[src/include/stc_pkg.sv]
package stc_pkg;
  // ---------------------------------------------------------------
  // register byte offsets
  // ---------------------------------------------------------------
  localparam logic [7:0] OFS_CTRL1 = 8'h00;
  localparam logic [7:0] OFS_CTRL2 = 8'h04;
  localparam logic [7:0] OFS_DIEN  = 8'h0c;
  localparam logic [7:0] OFS_FLAGS = 8'h10;
  localparam logic [7:0] OFS_EGEN  = 8'h14;
  localparam logic [7:0] OFS_CCM   = 8'h18;
  localparam logic [7:0] OFS_CCEN  = 8'h20;
  localparam logic [7:0] OFS_CNT   = 8'h24;
  localparam logic [7:0] OFS_PSC   = 8'h28;
  localparam logic [7:0] OFS_ARR   = 8'h2c;
  localparam logic [7:0] OFS_REP   = 8'h30;
  localparam logic [7:0] OFS_CCR   = 8'h34;
  localparam logic [7:0] OFS_BDT   = 8'h44;
  localparam logic [7:0] OFS_DCTRL = 8'h48;
  localparam logic [7:0] OFS_DADDR = 8'h4c;
  // ---------------------------------------------------------------
  // field positions
  // ---------------------------------------------------------------
  localparam int B_RUN = 0, B_USUP = 1, B_URS = 2, B_OSM = 3, B_ARP = 7, B_DIV = 8;
  localparam int B_CCP = 0, B_CCU = 2, B_CDS = 3, B_IDLE = 8, B_IDLEN = 9;
  localparam int B_UPD = 0, B_CH = 1, B_COM = 5, B_BRK = 7, B_UDMA = 8, B_CDMA = 9;
  localparam int B_OVC = 9, B_UTRG = 0, B_CTRG = 1, B_MTRG = 5;
  localparam int B_SEL = 0, B_OCPRE = 3, B_MODE = 4;
  localparam int B_EN = 0, B_POL = 1, B_NEN = 2, B_NPOL = 3;
  localparam int B_LOCK = 8, B_BRKEN = 12, B_BRKPOL = 13, B_AOE = 14, B_MOE = 15;
  // ---------------------------------------------------------------
  // writable masks, reset values, codes
  // ---------------------------------------------------------------
  localparam logic [15:0] M_CTRL1 = 16'h038f, M_CTRL2 = 16'h030d, M_DIEN = 16'h03a3;
  localparam logic [15:0] M_FLAGS = 16'h02a3, M_CCM = 16'h00ff, M_CCEN = 16'h000f;
  localparam logic [15:0] M_REP = 16'h00ff, M_DCTRL = 16'h1f1f;
  localparam logic [15:0] M_LOCK1 = 16'h70ff, M_LOCK2 = 16'h0c00, M_POL = 16'h000a;
  localparam logic [15:0] M_CCM3 = 16'h0078, M_IDLE = 16'h0300, M_LOCKF = 16'h0300;
  localparam logic [15:0] RST_ZERO = 16'h0000, RST_ARR = 16'hffff;
  localparam logic [1:0] DIV1 = 2'h0, DIV2 = 2'h1, DIV4 = 2'h2, LVL0 = 2'h0, LVL2 = 2'h2;
  localparam logic [1:0] LIM1 = 2'h0, LIM2 = 2'h1, LIM4 = 2'h3, SEL_OUT = 2'h0;
  localparam logic [2:0] OM_HI = 3'h1, OM_LO = 3'h2, OM_TGL = 3'h3, OM_FLO = 3'h4;
  localparam logic [2:0] OM_FHI = 3'h5, OM_PWM1 = 3'h6, OM_PWM2 = 3'h7;
  // ---------------------------------------------------------------
  // whole state of the timer
  // ---------------------------------------------------------------
  typedef struct packed {
    logic [15:0] control_one, control_two, irq_dma_enable, event_flags;
    logic [15:0] channel_mode, channel_enable_polarity, count_value;
    logic [15:0] clock_prescale, reload_value, repetition_count, channel_value;
    logic [15:0] break_deadtime, burst_dma_setup, burst_dma_window;
    logic [15:0] reload_act, prescale_act, compare_act, prescale_cnt;
    logic [7:0]  repeat_cnt;
    logic        act_en, act_nen;
    logic [2:0]  act_mode;
    logic        oc_ref, lock_done, trig_q, samp, upd_dma, ch_dma;
    logic [1:0]  div_cnt;
    logic [31:0] prdata;
  } stc_state_t;
endpackage

[src/hdl/stc_timer.sv]
`timescale 1ns/1ps
// Functional notes
// RULE1 - counter runs only while run bit set
// RULE2 - update suppress blocks every update event
// RULE3 - update from overflow, software, slave controller
// RULE4 - request source bit limits update requests
// RULE5 - one shot clears run at update
// RULE6 - reload buffered waits for update event
// RULE7 - sampling clock divides by 1, 2, 4
// RULE8 - buffered channel control applies on COM
// RULE9 - COM from trigger bit or trigger edge
// RULE10 - channel DMA on compare or update
// RULE11 - idle levels locked at lock level 1+
// RULE12 - interrupt and DMA enable bit positions
// RULE13 - update flag set by hardware, write-0 clears
// RULE14 - channel flag on match/capture, clear by read
// RULE15 - COM flag set by event, software clears
// RULE16 - break flag clear only when break inactive
// RULE17 - overcapture when capture meets set flag
// RULE18 - update trigger reinitialises counter and prescaler
// RULE19 - channel trigger sets flag, may capture
// RULE20 - commutation trigger makes COM event
// RULE21 - registers at fixed offsets 0x00..0x4c
// RULE22 - break clears main output enable at once
// RULE23 - interrupt while any enabled flag set
module stc_timer (
  // clock and reset
  input  wire logic        core_clk,
  input  wire logic        resetn,
  // apb slave
  input  wire logic        psel,
  input  wire logic        penable,
  input  wire logic        pwrite,
  input  wire logic [7:0]  paddr,
  input  wire logic [31:0] pwdata,
  output logic      [31:0] prdata,
  output logic             pready,
  output logic             pslverr,
  // timer events in
  input  wire logic        trigger_input,
  input  wire logic        slave_trigger_start,
  input  wire logic        slave_update,
  input  wire logic        capture_in,
  input  wire logic        break_in,
  // outputs
  output logic             main_out,
  output logic             comp_out,
  output logic             sampling_tick,
  output logic             irq,
  output logic             update_dma_req,
  output logic             channel_dma_req
);
  // ---------------------------------------------------------------
  // state and decode
  // ---------------------------------------------------------------
  stc_pkg::stc_state_t s;
  stc_pkg::stc_state_t next_s;

  logic        wr, rd, hit, brk_act, moe_eff, input_mode;
  logic        tick, ovf, ovf_ev, upd_ev, upd_req, com_ev, match, capture, cc_ev;
  logic        utrg_w, ctrg_w, mtrg_w, cnt_w;
  logic [15:0] reload_use, compare_use, wd, rdata;
  logic [1:0]  lock_lvl, div_lim;

  assign wr         = psel && penable && pwrite;
  assign rd         = psel && penable && !pwrite;
  assign wd         = pwdata[15:0];
  assign lock_lvl   = s.break_deadtime[stc_pkg::B_LOCK +: 2];
  assign input_mode = s.channel_mode[stc_pkg::B_SEL +: 2] != stc_pkg::SEL_OUT;
  assign utrg_w     = wr && paddr == stc_pkg::OFS_EGEN && wd[stc_pkg::B_UTRG];
  assign ctrg_w     = wr && paddr == stc_pkg::OFS_EGEN && wd[stc_pkg::B_CTRG];
  assign mtrg_w     = wr && paddr == stc_pkg::OFS_EGEN && wd[stc_pkg::B_MTRG];
  assign cnt_w      = wr && paddr == stc_pkg::OFS_CNT;

  always_comb begin
    unique case (paddr)
      stc_pkg::OFS_CTRL1: rdata = s.control_one;
      stc_pkg::OFS_CTRL2: rdata = s.control_two;
      stc_pkg::OFS_DIEN:  rdata = s.irq_dma_enable;
      stc_pkg::OFS_FLAGS: rdata = s.event_flags;
      stc_pkg::OFS_EGEN:  rdata = stc_pkg::RST_ZERO;
      stc_pkg::OFS_CCM:   rdata = s.channel_mode;
      stc_pkg::OFS_CCEN:  rdata = s.channel_enable_polarity;
      stc_pkg::OFS_CNT:   rdata = s.count_value;
      stc_pkg::OFS_PSC:   rdata = s.clock_prescale;
      stc_pkg::OFS_ARR:   rdata = s.reload_value;
      stc_pkg::OFS_REP:   rdata = s.repetition_count;
      stc_pkg::OFS_CCR:   rdata = s.channel_value;
      stc_pkg::OFS_BDT:   rdata = s.break_deadtime;
      stc_pkg::OFS_DCTRL: rdata = s.burst_dma_setup;
      stc_pkg::OFS_DADDR: rdata = s.burst_dma_window;
      default:            rdata = stc_pkg::RST_ZERO;
    endcase
  end
  assign hit = paddr inside {stc_pkg::OFS_CTRL1, stc_pkg::OFS_CTRL2, stc_pkg::OFS_DIEN,
                             stc_pkg::OFS_FLAGS, stc_pkg::OFS_EGEN, stc_pkg::OFS_CCM,
                             stc_pkg::OFS_CCEN, stc_pkg::OFS_CNT, stc_pkg::OFS_PSC,
                             stc_pkg::OFS_ARR, stc_pkg::OFS_REP, stc_pkg::OFS_CCR,
                             stc_pkg::OFS_BDT, stc_pkg::OFS_DCTRL, stc_pkg::OFS_DADDR}; // RULE21

  // ---------------------------------------------------------------
  // counting and events
  // ---------------------------------------------------------------
  // break acts on the outputs combinationally; the stored enable follows next edge
  assign brk_act = s.break_deadtime[stc_pkg::B_BRKEN] &&
                   (break_in == s.break_deadtime[stc_pkg::B_BRKPOL]);
  assign moe_eff = s.break_deadtime[stc_pkg::B_MOE] && !brk_act; // RULE22
  assign reload_use  = s.control_one[stc_pkg::B_ARP] ? s.reload_act : s.reload_value; // RULE6
  assign compare_use = s.channel_mode[stc_pkg::B_OCPRE] ? s.compare_act : s.channel_value;
  assign tick    = s.control_one[stc_pkg::B_RUN] && s.prescale_cnt == s.prescale_act; // RULE1
  assign ovf     = tick && s.count_value >= reload_use;
  assign ovf_ev  = ovf && s.repeat_cnt == 8'h00;
  assign upd_ev  = !s.control_one[stc_pkg::B_USUP] && (ovf_ev || utrg_w || slave_update); // RULE2 RULE3
  assign upd_req = upd_ev && (!s.control_one[stc_pkg::B_URS] || ovf_ev); // RULE4
  assign com_ev  = mtrg_w || (s.control_two[stc_pkg::B_CCP] && s.control_two[stc_pkg::B_CCU] &&
                   trigger_input && !s.trig_q); // RULE9 RULE20
  assign match   = !input_mode && s.control_one[stc_pkg::B_RUN] &&
                   s.prescale_cnt == stc_pkg::RST_ZERO && s.count_value == compare_use;
  assign capture = input_mode && ((capture_in && s.act_en) || ctrg_w); // RULE19
  assign cc_ev   = match || capture || ctrg_w; // RULE14 RULE19

  always_comb begin
    unique case (s.control_one[stc_pkg::B_DIV +: 2])
      stc_pkg::DIV2: div_lim = stc_pkg::LIM2;
      stc_pkg::DIV4: div_lim = stc_pkg::LIM4;
      default:       div_lim = stc_pkg::LIM1; // reserved code runs undivided
    endcase
  end

  // output compare mode codes, named here so the case below reads plainly
  localparam logic [2:0] OM_SEL_HI = stc_pkg::OM_HI, OM_SEL_LO = stc_pkg::OM_LO;
  localparam logic [2:0] OM_SEL_TG = stc_pkg::OM_TGL, OM_SEL_FL = stc_pkg::OM_FLO;
  localparam logic [2:0] OM_SEL_FH = stc_pkg::OM_FHI, OM_SEL_P1 = stc_pkg::OM_PWM1;
  localparam logic [2:0] OM_SEL_P2 = stc_pkg::OM_PWM2;

  // ---------------------------------------------------------------
  // next state
  // ---------------------------------------------------------------
  always_comb begin
    next_s         = s;
    next_s.upd_dma = 1'b0;
    next_s.ch_dma  = 1'b0;
    next_s.trig_q  = trigger_input;
    // apb setup phase captures read data so the access phase sees a flop
    if (psel && !penable) begin
      next_s.prdata = {16'h0000, rdata};
    end
    // software writes
    if (wr) begin
      unique case (paddr)
        stc_pkg::OFS_CTRL1: next_s.control_one = wd & stc_pkg::M_CTRL1;
        stc_pkg::OFS_CTRL2: begin
          next_s.control_two = wd & stc_pkg::M_CTRL2;
          if (lock_lvl != stc_pkg::LVL0) begin
            next_s.control_two = (wd & stc_pkg::M_CTRL2 & ~stc_pkg::M_IDLE) |
                                 (s.control_two & stc_pkg::M_IDLE); // RULE11
          end
        end
        stc_pkg::OFS_DIEN:  next_s.irq_dma_enable = wd & stc_pkg::M_DIEN; // RULE12
        stc_pkg::OFS_FLAGS: next_s.event_flags = s.event_flags & wd; // RULE13
        stc_pkg::OFS_CCM: begin
          next_s.channel_mode = wd & stc_pkg::M_CCM;
          if (lock_lvl == 2'h3 && !input_mode) begin
            next_s.channel_mode = (wd & stc_pkg::M_CCM & ~stc_pkg::M_CCM3) |
                                  (s.channel_mode & stc_pkg::M_CCM3);
          end
        end
        stc_pkg::OFS_CCEN: begin
          next_s.channel_enable_polarity = wd & stc_pkg::M_CCEN;
          if (lock_lvl >= stc_pkg::LVL2) begin
            next_s.channel_enable_polarity = (wd & stc_pkg::M_CCEN & ~stc_pkg::M_POL) |
                                             (s.channel_enable_polarity & stc_pkg::M_POL);
          end
        end
        stc_pkg::OFS_CNT:   next_s.count_value = wd;
        stc_pkg::OFS_PSC:   next_s.clock_prescale = wd;
        stc_pkg::OFS_ARR:   next_s.reload_value = wd;
        stc_pkg::OFS_REP:   next_s.repetition_count = wd & stc_pkg::M_REP;
        stc_pkg::OFS_CCR:   next_s.channel_value = wd;
        stc_pkg::OFS_BDT: begin
          next_s.break_deadtime = wd;
          // lock field is write-once after reset
          if (s.lock_done) begin
            next_s.break_deadtime = (wd & ~stc_pkg::M_LOCKF) | (s.break_deadtime & stc_pkg::M_LOCKF);
          end
          if (lock_lvl != stc_pkg::LVL0) begin
            next_s.break_deadtime = (next_s.break_deadtime & ~stc_pkg::M_LOCK1) |
                                    (s.break_deadtime & stc_pkg::M_LOCK1);
          end
          if (lock_lvl >= stc_pkg::LVL2) begin
            next_s.break_deadtime = (next_s.break_deadtime & ~stc_pkg::M_LOCK2) |
                                    (s.break_deadtime & stc_pkg::M_LOCK2);
          end
          next_s.lock_done = 1'b1;
        end
        stc_pkg::OFS_DCTRL: next_s.burst_dma_setup = wd & stc_pkg::M_DCTRL;
        stc_pkg::OFS_DADDR: next_s.burst_dma_window = wd;
        default: ;
      endcase
    end
    // reading the capture register acknowledges the channel flag
    if (rd && paddr == stc_pkg::OFS_CCR) begin
      next_s.event_flags[stc_pkg::B_CH] = 1'b0; // RULE14
    end
    // counter and prescaler
    if (s.control_one[stc_pkg::B_RUN]) begin
      next_s.prescale_cnt = tick ? stc_pkg::RST_ZERO : 16'(s.prescale_cnt + 16'h0001);
    end
    if (tick && !cnt_w) begin
      next_s.count_value = ovf ? stc_pkg::RST_ZERO : 16'(s.count_value + 16'h0001);
    end
    if (ovf) begin
      next_s.repeat_cnt = (s.repeat_cnt == 8'h00) ? s.repetition_count[7:0] :
                          8'(s.repeat_cnt - 8'h01);
    end
    if (utrg_w) begin
      next_s.prescale_cnt = stc_pkg::RST_ZERO; // RULE18
      if (!cnt_w) begin
        next_s.count_value = stc_pkg::RST_ZERO; // RULE18
      end
    end
    // shadow transfer only on an allowed update
    if (upd_ev) begin
      next_s.reload_act   = s.reload_value; // RULE6
      next_s.prescale_act = s.clock_prescale;
      next_s.compare_act  = s.channel_value;
      next_s.repeat_cnt   = s.repetition_count[7:0];
      if (s.break_deadtime[stc_pkg::B_AOE] && !brk_act) begin
        next_s.break_deadtime[stc_pkg::B_MOE] = 1'b1;
      end
    end
    if (slave_trigger_start) begin
      next_s.control_one[stc_pkg::B_RUN] = 1'b1; // RULE1
    end
    if (upd_ev && s.control_one[stc_pkg::B_OSM]) begin
      next_s.control_one[stc_pkg::B_RUN] = 1'b0; // RULE5
    end
    // channel control: immediate, or held until a COM event
    if (!s.control_two[stc_pkg::B_CCP] || com_ev) begin
      next_s.act_en   = s.channel_enable_polarity[stc_pkg::B_EN]; // RULE8
      next_s.act_nen  = s.channel_enable_polarity[stc_pkg::B_NEN];
      next_s.act_mode = s.channel_mode[stc_pkg::B_MODE +: 3];
    end
    // reference waveform; one shot leaves it where it stopped
    unique case (s.act_mode)
      OM_SEL_HI: if (match) next_s.oc_ref = 1'b1;
      OM_SEL_LO: if (match) next_s.oc_ref = 1'b0;
      OM_SEL_TG: if (match) next_s.oc_ref = !s.oc_ref;
      OM_SEL_FL: next_s.oc_ref = 1'b0;
      OM_SEL_FH: next_s.oc_ref = 1'b1;
      OM_SEL_P1: next_s.oc_ref = s.count_value < compare_use;
      OM_SEL_P2: next_s.oc_ref = !(s.count_value < compare_use);
      default:   ;
    endcase
    if (capture) begin
      next_s.channel_value = s.count_value;
    end
    // flag sets come last so an event beats a clear in the same cycle
    if (upd_req) next_s.event_flags[stc_pkg::B_UPD] = 1'b1; // RULE13
    if (cc_ev) next_s.event_flags[stc_pkg::B_CH] = 1'b1; // RULE14
    if (com_ev) next_s.event_flags[stc_pkg::B_COM] = 1'b1; // RULE15
    if (brk_act) next_s.event_flags[stc_pkg::B_BRK] = 1'b1; // RULE16
    if (capture && s.event_flags[stc_pkg::B_CH]) begin
      next_s.event_flags[stc_pkg::B_OVC] = 1'b1; // RULE17
    end
    if (brk_act) begin
      next_s.break_deadtime[stc_pkg::B_MOE] = 1'b0; // RULE22
    end
    // dma pulses
    next_s.upd_dma = upd_req && s.irq_dma_enable[stc_pkg::B_UDMA]; // RULE12
    next_s.ch_dma  = s.irq_dma_enable[stc_pkg::B_CDMA] &&
                     (s.control_two[stc_pkg::B_CDS] ? upd_req : cc_ev); // RULE10
    // sampling clock divider
    next_s.samp    = s.div_cnt >= div_lim; // RULE7
    next_s.div_cnt = (s.div_cnt >= div_lim) ? 2'h0 : 2'(s.div_cnt + 2'h1);
  end

  always_ff @(posedge core_clk or negedge resetn) begin
    if (!resetn) begin
      s            <= '0;
      s.reload_value <= stc_pkg::RST_ARR;
      s.reload_act <= stc_pkg::RST_ARR;
    end else begin
      s <= next_s;
    end
  end

  // ---------------------------------------------------------------
  // outputs
  // ---------------------------------------------------------------
  assign prdata  = s.prdata;
  assign pready  = 1'b1;
  assign pslverr = psel && penable && !hit;
  assign irq     = |(s.event_flags & s.irq_dma_enable &
                     (stc_pkg::M_FLAGS & ~(16'h0001 << stc_pkg::B_OVC))); // RULE23
  assign update_dma_req  = s.upd_dma;
  assign channel_dma_req = s.ch_dma;
  assign sampling_tick   = s.samp;
  // while the main output enable is clear or a break is active the outputs fall to the programmed idle levels
  assign main_out = moe_eff ? (s.act_en && s.oc_ref) ^ s.channel_enable_polarity[stc_pkg::B_POL]
                            : s.control_two[stc_pkg::B_IDLE]; // RULE11
  assign comp_out = moe_eff ? (s.act_nen && !s.oc_ref) ^ s.channel_enable_polarity[stc_pkg::B_NPOL]
                            : s.control_two[stc_pkg::B_IDLEN];
endmodule // stc_timer

[config.mk]
export PLATFORM = sky130hd
export DESIGN_NAME = stc_timer
export DESIGN_NICKNAME = d
export VERILOG_FILES = /design/src/include/stc_pkg.sv /design/src/hdl/stc_timer.sv
export SDC_FILE = /design/constraint.sdc
export NUM_CORES = 1
export LEC_CHECK = 0
export ABC_AREA = 1
export ABC_CLOCK_PERIOD_IN_PS = 3000
export BUFFER_PORTS_ARGS = -buffer_cell sky130_fd_sc_hd__buf_2
export CORE_ASPECT_RATIO = 0.75
export CORE_MARGIN = 4
export CORE_UTILIZATION = 35
export CTS_BUF_LIST = sky130_fd_sc_hd__clkbuf_8
export CTS_CLUSTER_SIZE = 16
export DETAILED_ROUTE_END_ITERATION = 16
export PLACE_DENSITY = 0.48
export SLEW_MARGIN = 20
export SYNTH_ARGS = -nofsm -noshare
export SYNTH_HDL_FRONTEND = slang
export SYNTH_SLANG_ARGS = --single-unit
[constraint.sdc]
create_clock -name core_clk -period 3 [get_ports core_clk]
set_input_delay 0.45 -clock core_clk [delete_from_list [all_inputs] [get_ports core_clk]]
set_output_delay 0.45 -clock core_clk [all_outputs]
set_load 0.01 [all_outputs]
==> results of run 1 <==
[flip-flops by register name, indices dropped and copies added, names as in the netlist, named ones only]
| register | cells |
|---|---|
| s | 219 |
| sampling_tick | 1 |
| prdata | 16 |
| channel_dma_req | 1 |
| update_dma_req | 1 |
[repair_timing]
| action | 4_1_cts | 5_1_grt |
|---|---|---|
| endpoints found under the setup margin | 0 | 73 |
| gates resized for setup | 0 | 5 |
| endpoints found under the hold margin | 30 | 0 |
| hold buffers | 2 | 0 |
[per-layer routing]
layer	vias up	share of wire [%]	track usage, %
met2	435	40	31.4
met1	6063	49	34.6
li1	6036	-	-
met5	-	0	0
met3	84	8.1	5.39
met4	0	3.0	6.69
[cell families (layout without fill, tap and decap cells)]
| family | count (synthesis) | in the layout | synth area share (%) |
|---|---|---|---|
| AOI/OAI and AO/OA | 408 | 408 | 17.2 |
| xor gates and xnor gates | 28 | 28 | 1.73 |
| adders and majority gates | 39 | 39 | 3.44 |
| buffers and inverters | 297 | 427 | 9.39 |
| DFF | 261 | 261 | 46.4 |
| muxes | 2 | 2 | 0.159 |
| other | 2 | 17 | 0.0530 |
| and+or+nand+nor | 736 | 736 | 21.7 |
[area by class of cell]
class | instances | share of cell area [%]
Inverter | 204 | 4.70
Timing Repair Buffer | 137 | 6.08
Tap cell | 520 | 3.99
Clock buffer | 59 | 4.98
Multi-Input combinational cell | 1230 | 39.0
Sequential cell | 261 | 40.3
Clock inverter | 27 | 0.944
[through the flow]
| stage | utilization (%) | hold slack, ns |
|---|---|---|
| finish | 41.0 | 0.130 |
| global route | 41.0 | 0.118 |
| CTS | 41.0 | 0.102 |
| detailed placement | 38.5 | 0.349 |
| global placement | 38.5 | 0.351 |
| floorplan | - | 0.154 |
[power by group through the flow]
stage / Sequential [mW] / Clock [mW] / Combinational, mW
floorplan: 3.85 / 0 / 1.15
global placement: 3.89 / 0 / 1.81
detailed placement: 3.89 / 0 / 1.82
CTS: 3.83 / 3.56 / 1.83
global route: 3.85 / 3.72 / 2.09
finish: 3.83 / 3.47 / 1.84
[worst reg2reg max path: stages, from the launching register on]
cell and delay (ns):
dfstp_2 0.53, inv_1 0.07, nand2_1 0.06, o21ai_0 0.11
ha_1 0.32, nand2_1 0.07, nor2_1 0.12, nor2_1 0.05
nand2_1 0.07, nand2_1 0.05, nand2_1 0.11, nand2_1 0.08
nand2_2 0.13, buf_4 0.15, nand4_1 0.27, buf_4 0.30
nand3b_1 0.10, a21oi_1 0.07
[cells in the mapped netlist, drive strengths merged (2+ instances only)]
master  instances  share of area, %
a211oi          3              0.16
a21boi          5              0.26
a21oi          61               2.2
a221oi         10              0.62
a22o            6              0.37
a31oi           9              0.40
buf            53               2.9
clkbuf         40               1.1
clkinv          3             0.079
conb            2             0.053
dfrtp         229                40
dfstp          32               5.9
ha             39               3.4
inv           201               5.3
mux2            2              0.16
nand2         475                13
nand3          63               2.3
nand3b          8              0.42
nand4          26               1.1
nor2          120               3.4
nor3           27              0.99
nor3b           4              0.21
nor4            9              0.40
o211ai         13              0.69
o21ai         250               9.9
o221ai         12              0.74
o22ai          30               1.3
o31ai           2              0.11
or2             3              0.13
xnor2           8              0.49
xor2           20               1.2
[how the worst min path moves through the flow]
stage	startpoint	endpoint	slack, ns	depth (start not counted)
5_1_grt	pwdata[8]	s[333]	0.12	3
6_report	pwdata[7]	s[268]	0.13	3
2_1_floorplan	resetn	async pin	0.15	0
4_1_cts	pwdata[7]	s[268]	0.10	3
3_5_place_dp	resetn	s[55]	0.35	1
3_3_place_gp	resetn	s[55]	0.35	1
==> impl_metrics.json, run 1 <==
{
  "power_mw": 9.15,
  "cp_num_buf_inv": 5,
  "setup_slack_ns": 0.222,
  "cts_max_level": 2,
  "grt_pass1_wl_um": 75300,
  "cts_made_buffers": 46,
  "remaining_drc_errors": 0,
  "initial_core_util_pct": 35.7,
  "yosysSeqAreaShare_pct": 46.4,
  "finalWeightedCongestion": 0.874,
  "power_leakage_nw": 7.68,
  "fillers": 4176,
  "setup_violations": 0,
  "start_kind": "input port",
  "stdcell_count": 2438,
  "p_per_area_nw_per_um2": 561,
  "post-route-period-util_pct": 92.6,
  "layout-drive-gt1-share_pct": 15.8,
  "final_cell_mix": "469 x nand2_1, 229 x dfrtp_1, 214 x inv_1, 202 x o21ai_0, 111 x nor2_1",
  "final_cell_area_um2": 16300,
  "cts_tree": "yes",
  "synth.distinct_cells": 52,
  "pwr-share-clk_pct": 38.0,
  "insertion_delay_ns": 0.62,
  "hold_viol": 0,
  "crit_path_end_kind": "output port",
  "crit_path_start": "paddr[0]",
  "root_buffer": "clkbuf_8",
  "gr-usage-all-layers_pct": 22.6,
  "dr.pass1.iters": 6,
  "critPathMaxFanout": 8,
  "synth_async_sr_flop_share_pct": 100,
  "syn_area_um2": 14200,
  "grt_pass1_vias": 11995,
  "seqPwrFrac_pct": 41.9,
  "synth_cells": 1773,
  "chipWidth_um": 240,
  "io_pins": 90,
  "portBuffers": 56,
  "hold_path.class": "in -> reg",
  "avgViaCountPerCell": 5.18,
  "crit_path_end": "pslverr",
  "layout.area.seq_um2": 6570,
  "num_antenna_cells": 0,
  "avgRoutedWirePerCell_um": 20.4,
  "yosysWarnings": 0,
  "cp.arrival_ns": 2.33,
  "core_um2": 39700,
  "timing.fmax_ghz": 0.360,
  "r2r-end": "s[239]",
  "rsz0062_at_grt": "no",
  "post-cts-setup-buffer-count": 0,
  "dp_slack_ns": 0.0563,
  "cp_slowest_cell": "nor4_1",
  "placed_area_um2": 15300,
  "hpwl_um": 36900,
  "internal_power_mw": 6.12,
  "reg2reg_depth": 17,
  "r2r-start": "s[200]",
  "relSlewSlack_pct": 34.9,
  "numClockSinks": 261,
  "initialDrtViolationCount": 1220,
  "rows": 63,
  "required_ns": 2.55,
  "r2r_slack_ns": 0.24,
  "fin_nets": 1969,
  "synthToLayoutAreaGrowth_pct": 15.0,
  "fin_tns_setup_ns": 0,
  "status": "finished clean",
  "clock_path_buffers": 3,
  "fp.dieH_um": 182,
  "worstMarginPinSlew_ns": 0.968,
  "drtAntennaViolNets": 0,
  "fin_crit_ns": 2.78,
  "multiInputGateArea_um2": 6350,
  "synth_enable_flop_cells": 0,
  "maxCapViolations": 0,
  "syn_area_per_cell_um2": 7.99,
  "final_common_cell": "nand2_1",
  "die_area_um2": 43800,
  "vdd.ir_drop.worst_mv": 0.312,
  "slew_violations": 0,
  "p_switching_mw": 3.03,
  "finalWirelength_um": 49600,
  "cp_cell_sequence": "buf_2 > inv_1 > nand2_1 > nor2_2 > nand2_1 > inv_1 > nand2_1 > inv_1 > nor4_1 > nand4_1 > nor2_1 > buf_2",
  "vias": 12618,
  "sw_frac_of_total_pct": 33.1,
  "antenna_found_initial": 1,
  "grt_max_degree": 104,
  "critical_path.max_stage_delay_ns": 0.39,
  "path_clk_slew_ns": 0.07,
  "path_delay_family": "simple AND/OR/NAND/NOR gates",
  "ys_seq_elements": 261,
  "synth_ff_type": "dfrtp_1",
  "cp.depth": 12,
  "criticalPathCategory": "in -> out",
  "grt_overflow": 0,
  "dp.cells": 2350,
  "clock_skew_ns": 0.0365,
  "power_frac_comb_pct": 20.1
}
(Power assumes the default switching activity.)
==> inputs of run 2 (changes only) <==
- RECOVER_POWER: not set -> 50
==> impl_metrics.json, run 2 (synthesis results as in run 1) <==
{
  "status": "finished with violations",
  "violations": "capacitance limit, slew limit",
  "synthToLayoutAreaGrowth_pct": 14.7,
  "finalWeightedCongestion": 0.874,
  "insertion_delay_ns": 0.62,
  "fin_nets": 1969,
  "relSlewSlack_pct": -37.9,
  "post-route-period-util_pct": 92.8,
  "hold_viol": 0,
  "sw_frac_of_total_pct": 33.2,
  "dr.pass1.iters": 5,
  "grt_max_degree": 104,
  "core_um2": 39700,
  "clock_skew_ns": 0.0353,
  "fin_tns_setup_ns": 0,
  "p_switching_mw": 3.03,
  "p_per_area_nw_per_um2": 562,
  "avgRoutedWirePerCell_um": 20.3,
  "root_buffer": "clkbuf_8",
  "finalWirelength_um": 49500,
  "seqPwrFrac_pct": 41.9,
  "maxCapViolations": 1,
  "criticalPathCategory": "in -> out",
  "antenna_found_initial": 1,
  "power_frac_comb_pct": 20.1,
  "crit_path_end_kind": "output port",
  "path_delay_family": "simple AND/OR/NAND/NOR gates",
  "critical_path.max_stage_delay_ns": 0.39,
  "largest_register_ffs": 219,
  "vdd.ir_drop.worst_mv": 0.312,
  "clock_path_buffers": 3,
  "cts_made_buffers": 46,
  "setup_violations": 0,
  "fillers": 4183,
  "chipWidth_um": 240,
  "fp.dieH_um": 182,
  "dp_slack_ns": 0.0563,
  "timing.fmax_ghz": 0.359,
  "initial_core_util_pct": 35.7,
  "cts_max_level": 2,
  "cts_tree": "yes",
  "max_flop_register": "s",
  "layout-drive-gt1-share_pct": 15.7,
  "drtAntennaViolNets": 0,
  "pwr-share-clk_pct": 38.0,
  "grt_pass1_vias": 11995,
  "vias": 12648,
  "gr-usage-all-layers_pct": 22.6,
  "start_kind": "input port",
  "layout.area.seq_um2": 6570,
  "power_leakage_nw": 7.66,
  "rows": 63,
  "numClockSinks": 261,
  "final_cell_mix": "469 x nand2_1, 229 x dfrtp_1, 214 x inv_1, 202 x o21ai_0, 111 x nor2_1",
  "slew_violations": 32,
  "rsz0062_at_grt": "no",
  "grt_pass1_wl_um": 75300,
  "cp_num_buf_inv": 5,
  "internal_power_mw": 6.11,
  "die_area_um2": 43800,
  "setup_slack_ns": 0.215,
  "final_common_cell": "nand2_1",
  "initialDrtViolationCount": 1094,
  "avgViaCountPerCell": 5.19,
  "fin_crit_ns": 2.78,
  "cp_cell_sequence": "buf_2 > inv_1 > nand2_1 > nor2_2 > nand2_1 > inv_1 > nand2_1 > inv_1 > nor4_1 > nand4_1 > nor2_1 > buf_2",
  "multiInputGateArea_um2": 6350,
  "hpwl_um": 36900,
  "io_pins": 90,
  "hold_path.class": "in -> reg",
  "path_clk_slew_ns": 0.07,
  "num_antenna_cells": 0,
  "cp_slowest_cell": "nor4_1",
  "portBuffers": 56,
  "critPathMaxFanout": 8,
  "grt_overflow": 0,
  "worstMarginPinSlew_ns": 2.07,
  "remaining_drc_errors": 0,
  "cp.arrival_ns": 2.33,
  "required_ns": 2.55
}
[run 2: changes by cell type in the layout (fill, tap and decap cells not counted)]
cell / previous run / this run
buf_12: 7 / 5
buf_2: 55 / 54
buf_4: 72 / 71
buf_6: 0 / 2
buf_8: 1 / 0
clkbuf_1: 0 / 3
[run 2: worst paths after layout]
kind	start	end	slack (ns)	cells past startpoint
max reg2reg	s[200]	s[239]	0.22	17
max in group asynchronous	resetn	s[120]	0.47	3
min	pwdata[7]	s[268]	0.14	3
max	paddr[0]	pslverr	0.22	12
min reg2reg	s[38]	s[38]	0.45	2
min in group asynchronous	resetn	s[55]	0.99	2
[run 2: metrics by stage]
| step | utilization [%] | cell area (um^2) | cells | hold WS, ns | total power, mW |
|---|---|---|---|---|---|
| after floorplan | - | 14200 | 1788 | 0.154 | 5.00 |
| after global placement | 38.5 | 15300 | 2350 | 0.351 | 5.69 |
| after detailed placement | 38.5 | 15300 | 2350 | 0.349 | 5.71 |
| after CTS | 41.0 | 16300 | 2438 | 0.102 | 9.22 |
| after global routing | 40.9 | 16300 | 2438 | 0.118 | 9.66 |
| final | 40.9 | 16300 | 2438 | 0.136 | 9.14 |
[run 2: timing repair]
action | CTS | global route
hold endpoints to repair | 30 | 0
setup buffers | 0 | 0
setup endpoints to repair | 0 | 73
resized for setup | 0 | 5
hold buffers | 2 | 0
[run 2: worst register-to-register path: cells and delay by family, from the launching register on]
kind	cells	cell delay, ns
simple gates	11	1.12
flops	1	0.53
buf+inv	3	0.52
fa+ha+maj	1	0.32
compound gates	2	0.18
[run 2: power by group through the flow]
stage	combinational [mW]	sequential, mW	clock, mW
floorplan	1.15	3.85	0
global placement	1.81	3.89	0
detailed placement	1.82	3.89	0
CTS	1.83	3.83	3.56
global route	2.08	3.85	3.72
finish	1.83	3.83	3.48
[run 2: final cells by class]
cell class / count / area share (%)
clock inverters: 27 / 0.946
well taps: 520 / 4.00
inverters: 204 / 4.71
multi-input cells: 1230 / 39.1
repair buffers: 137 / 5.89
flip-flops and latches: 261 / 40.4
clock buffers: 59 / 4.99
[run 2: per-layer routing]
metal	part of all wire, %	track usage, %	vias to the layer above
li1	-	-	6038
met1	49	34.6	6104
met2	41	31.4	427
met3	7.9	5.39	79
met4	2.9	6.69	0
met5	0	0	-
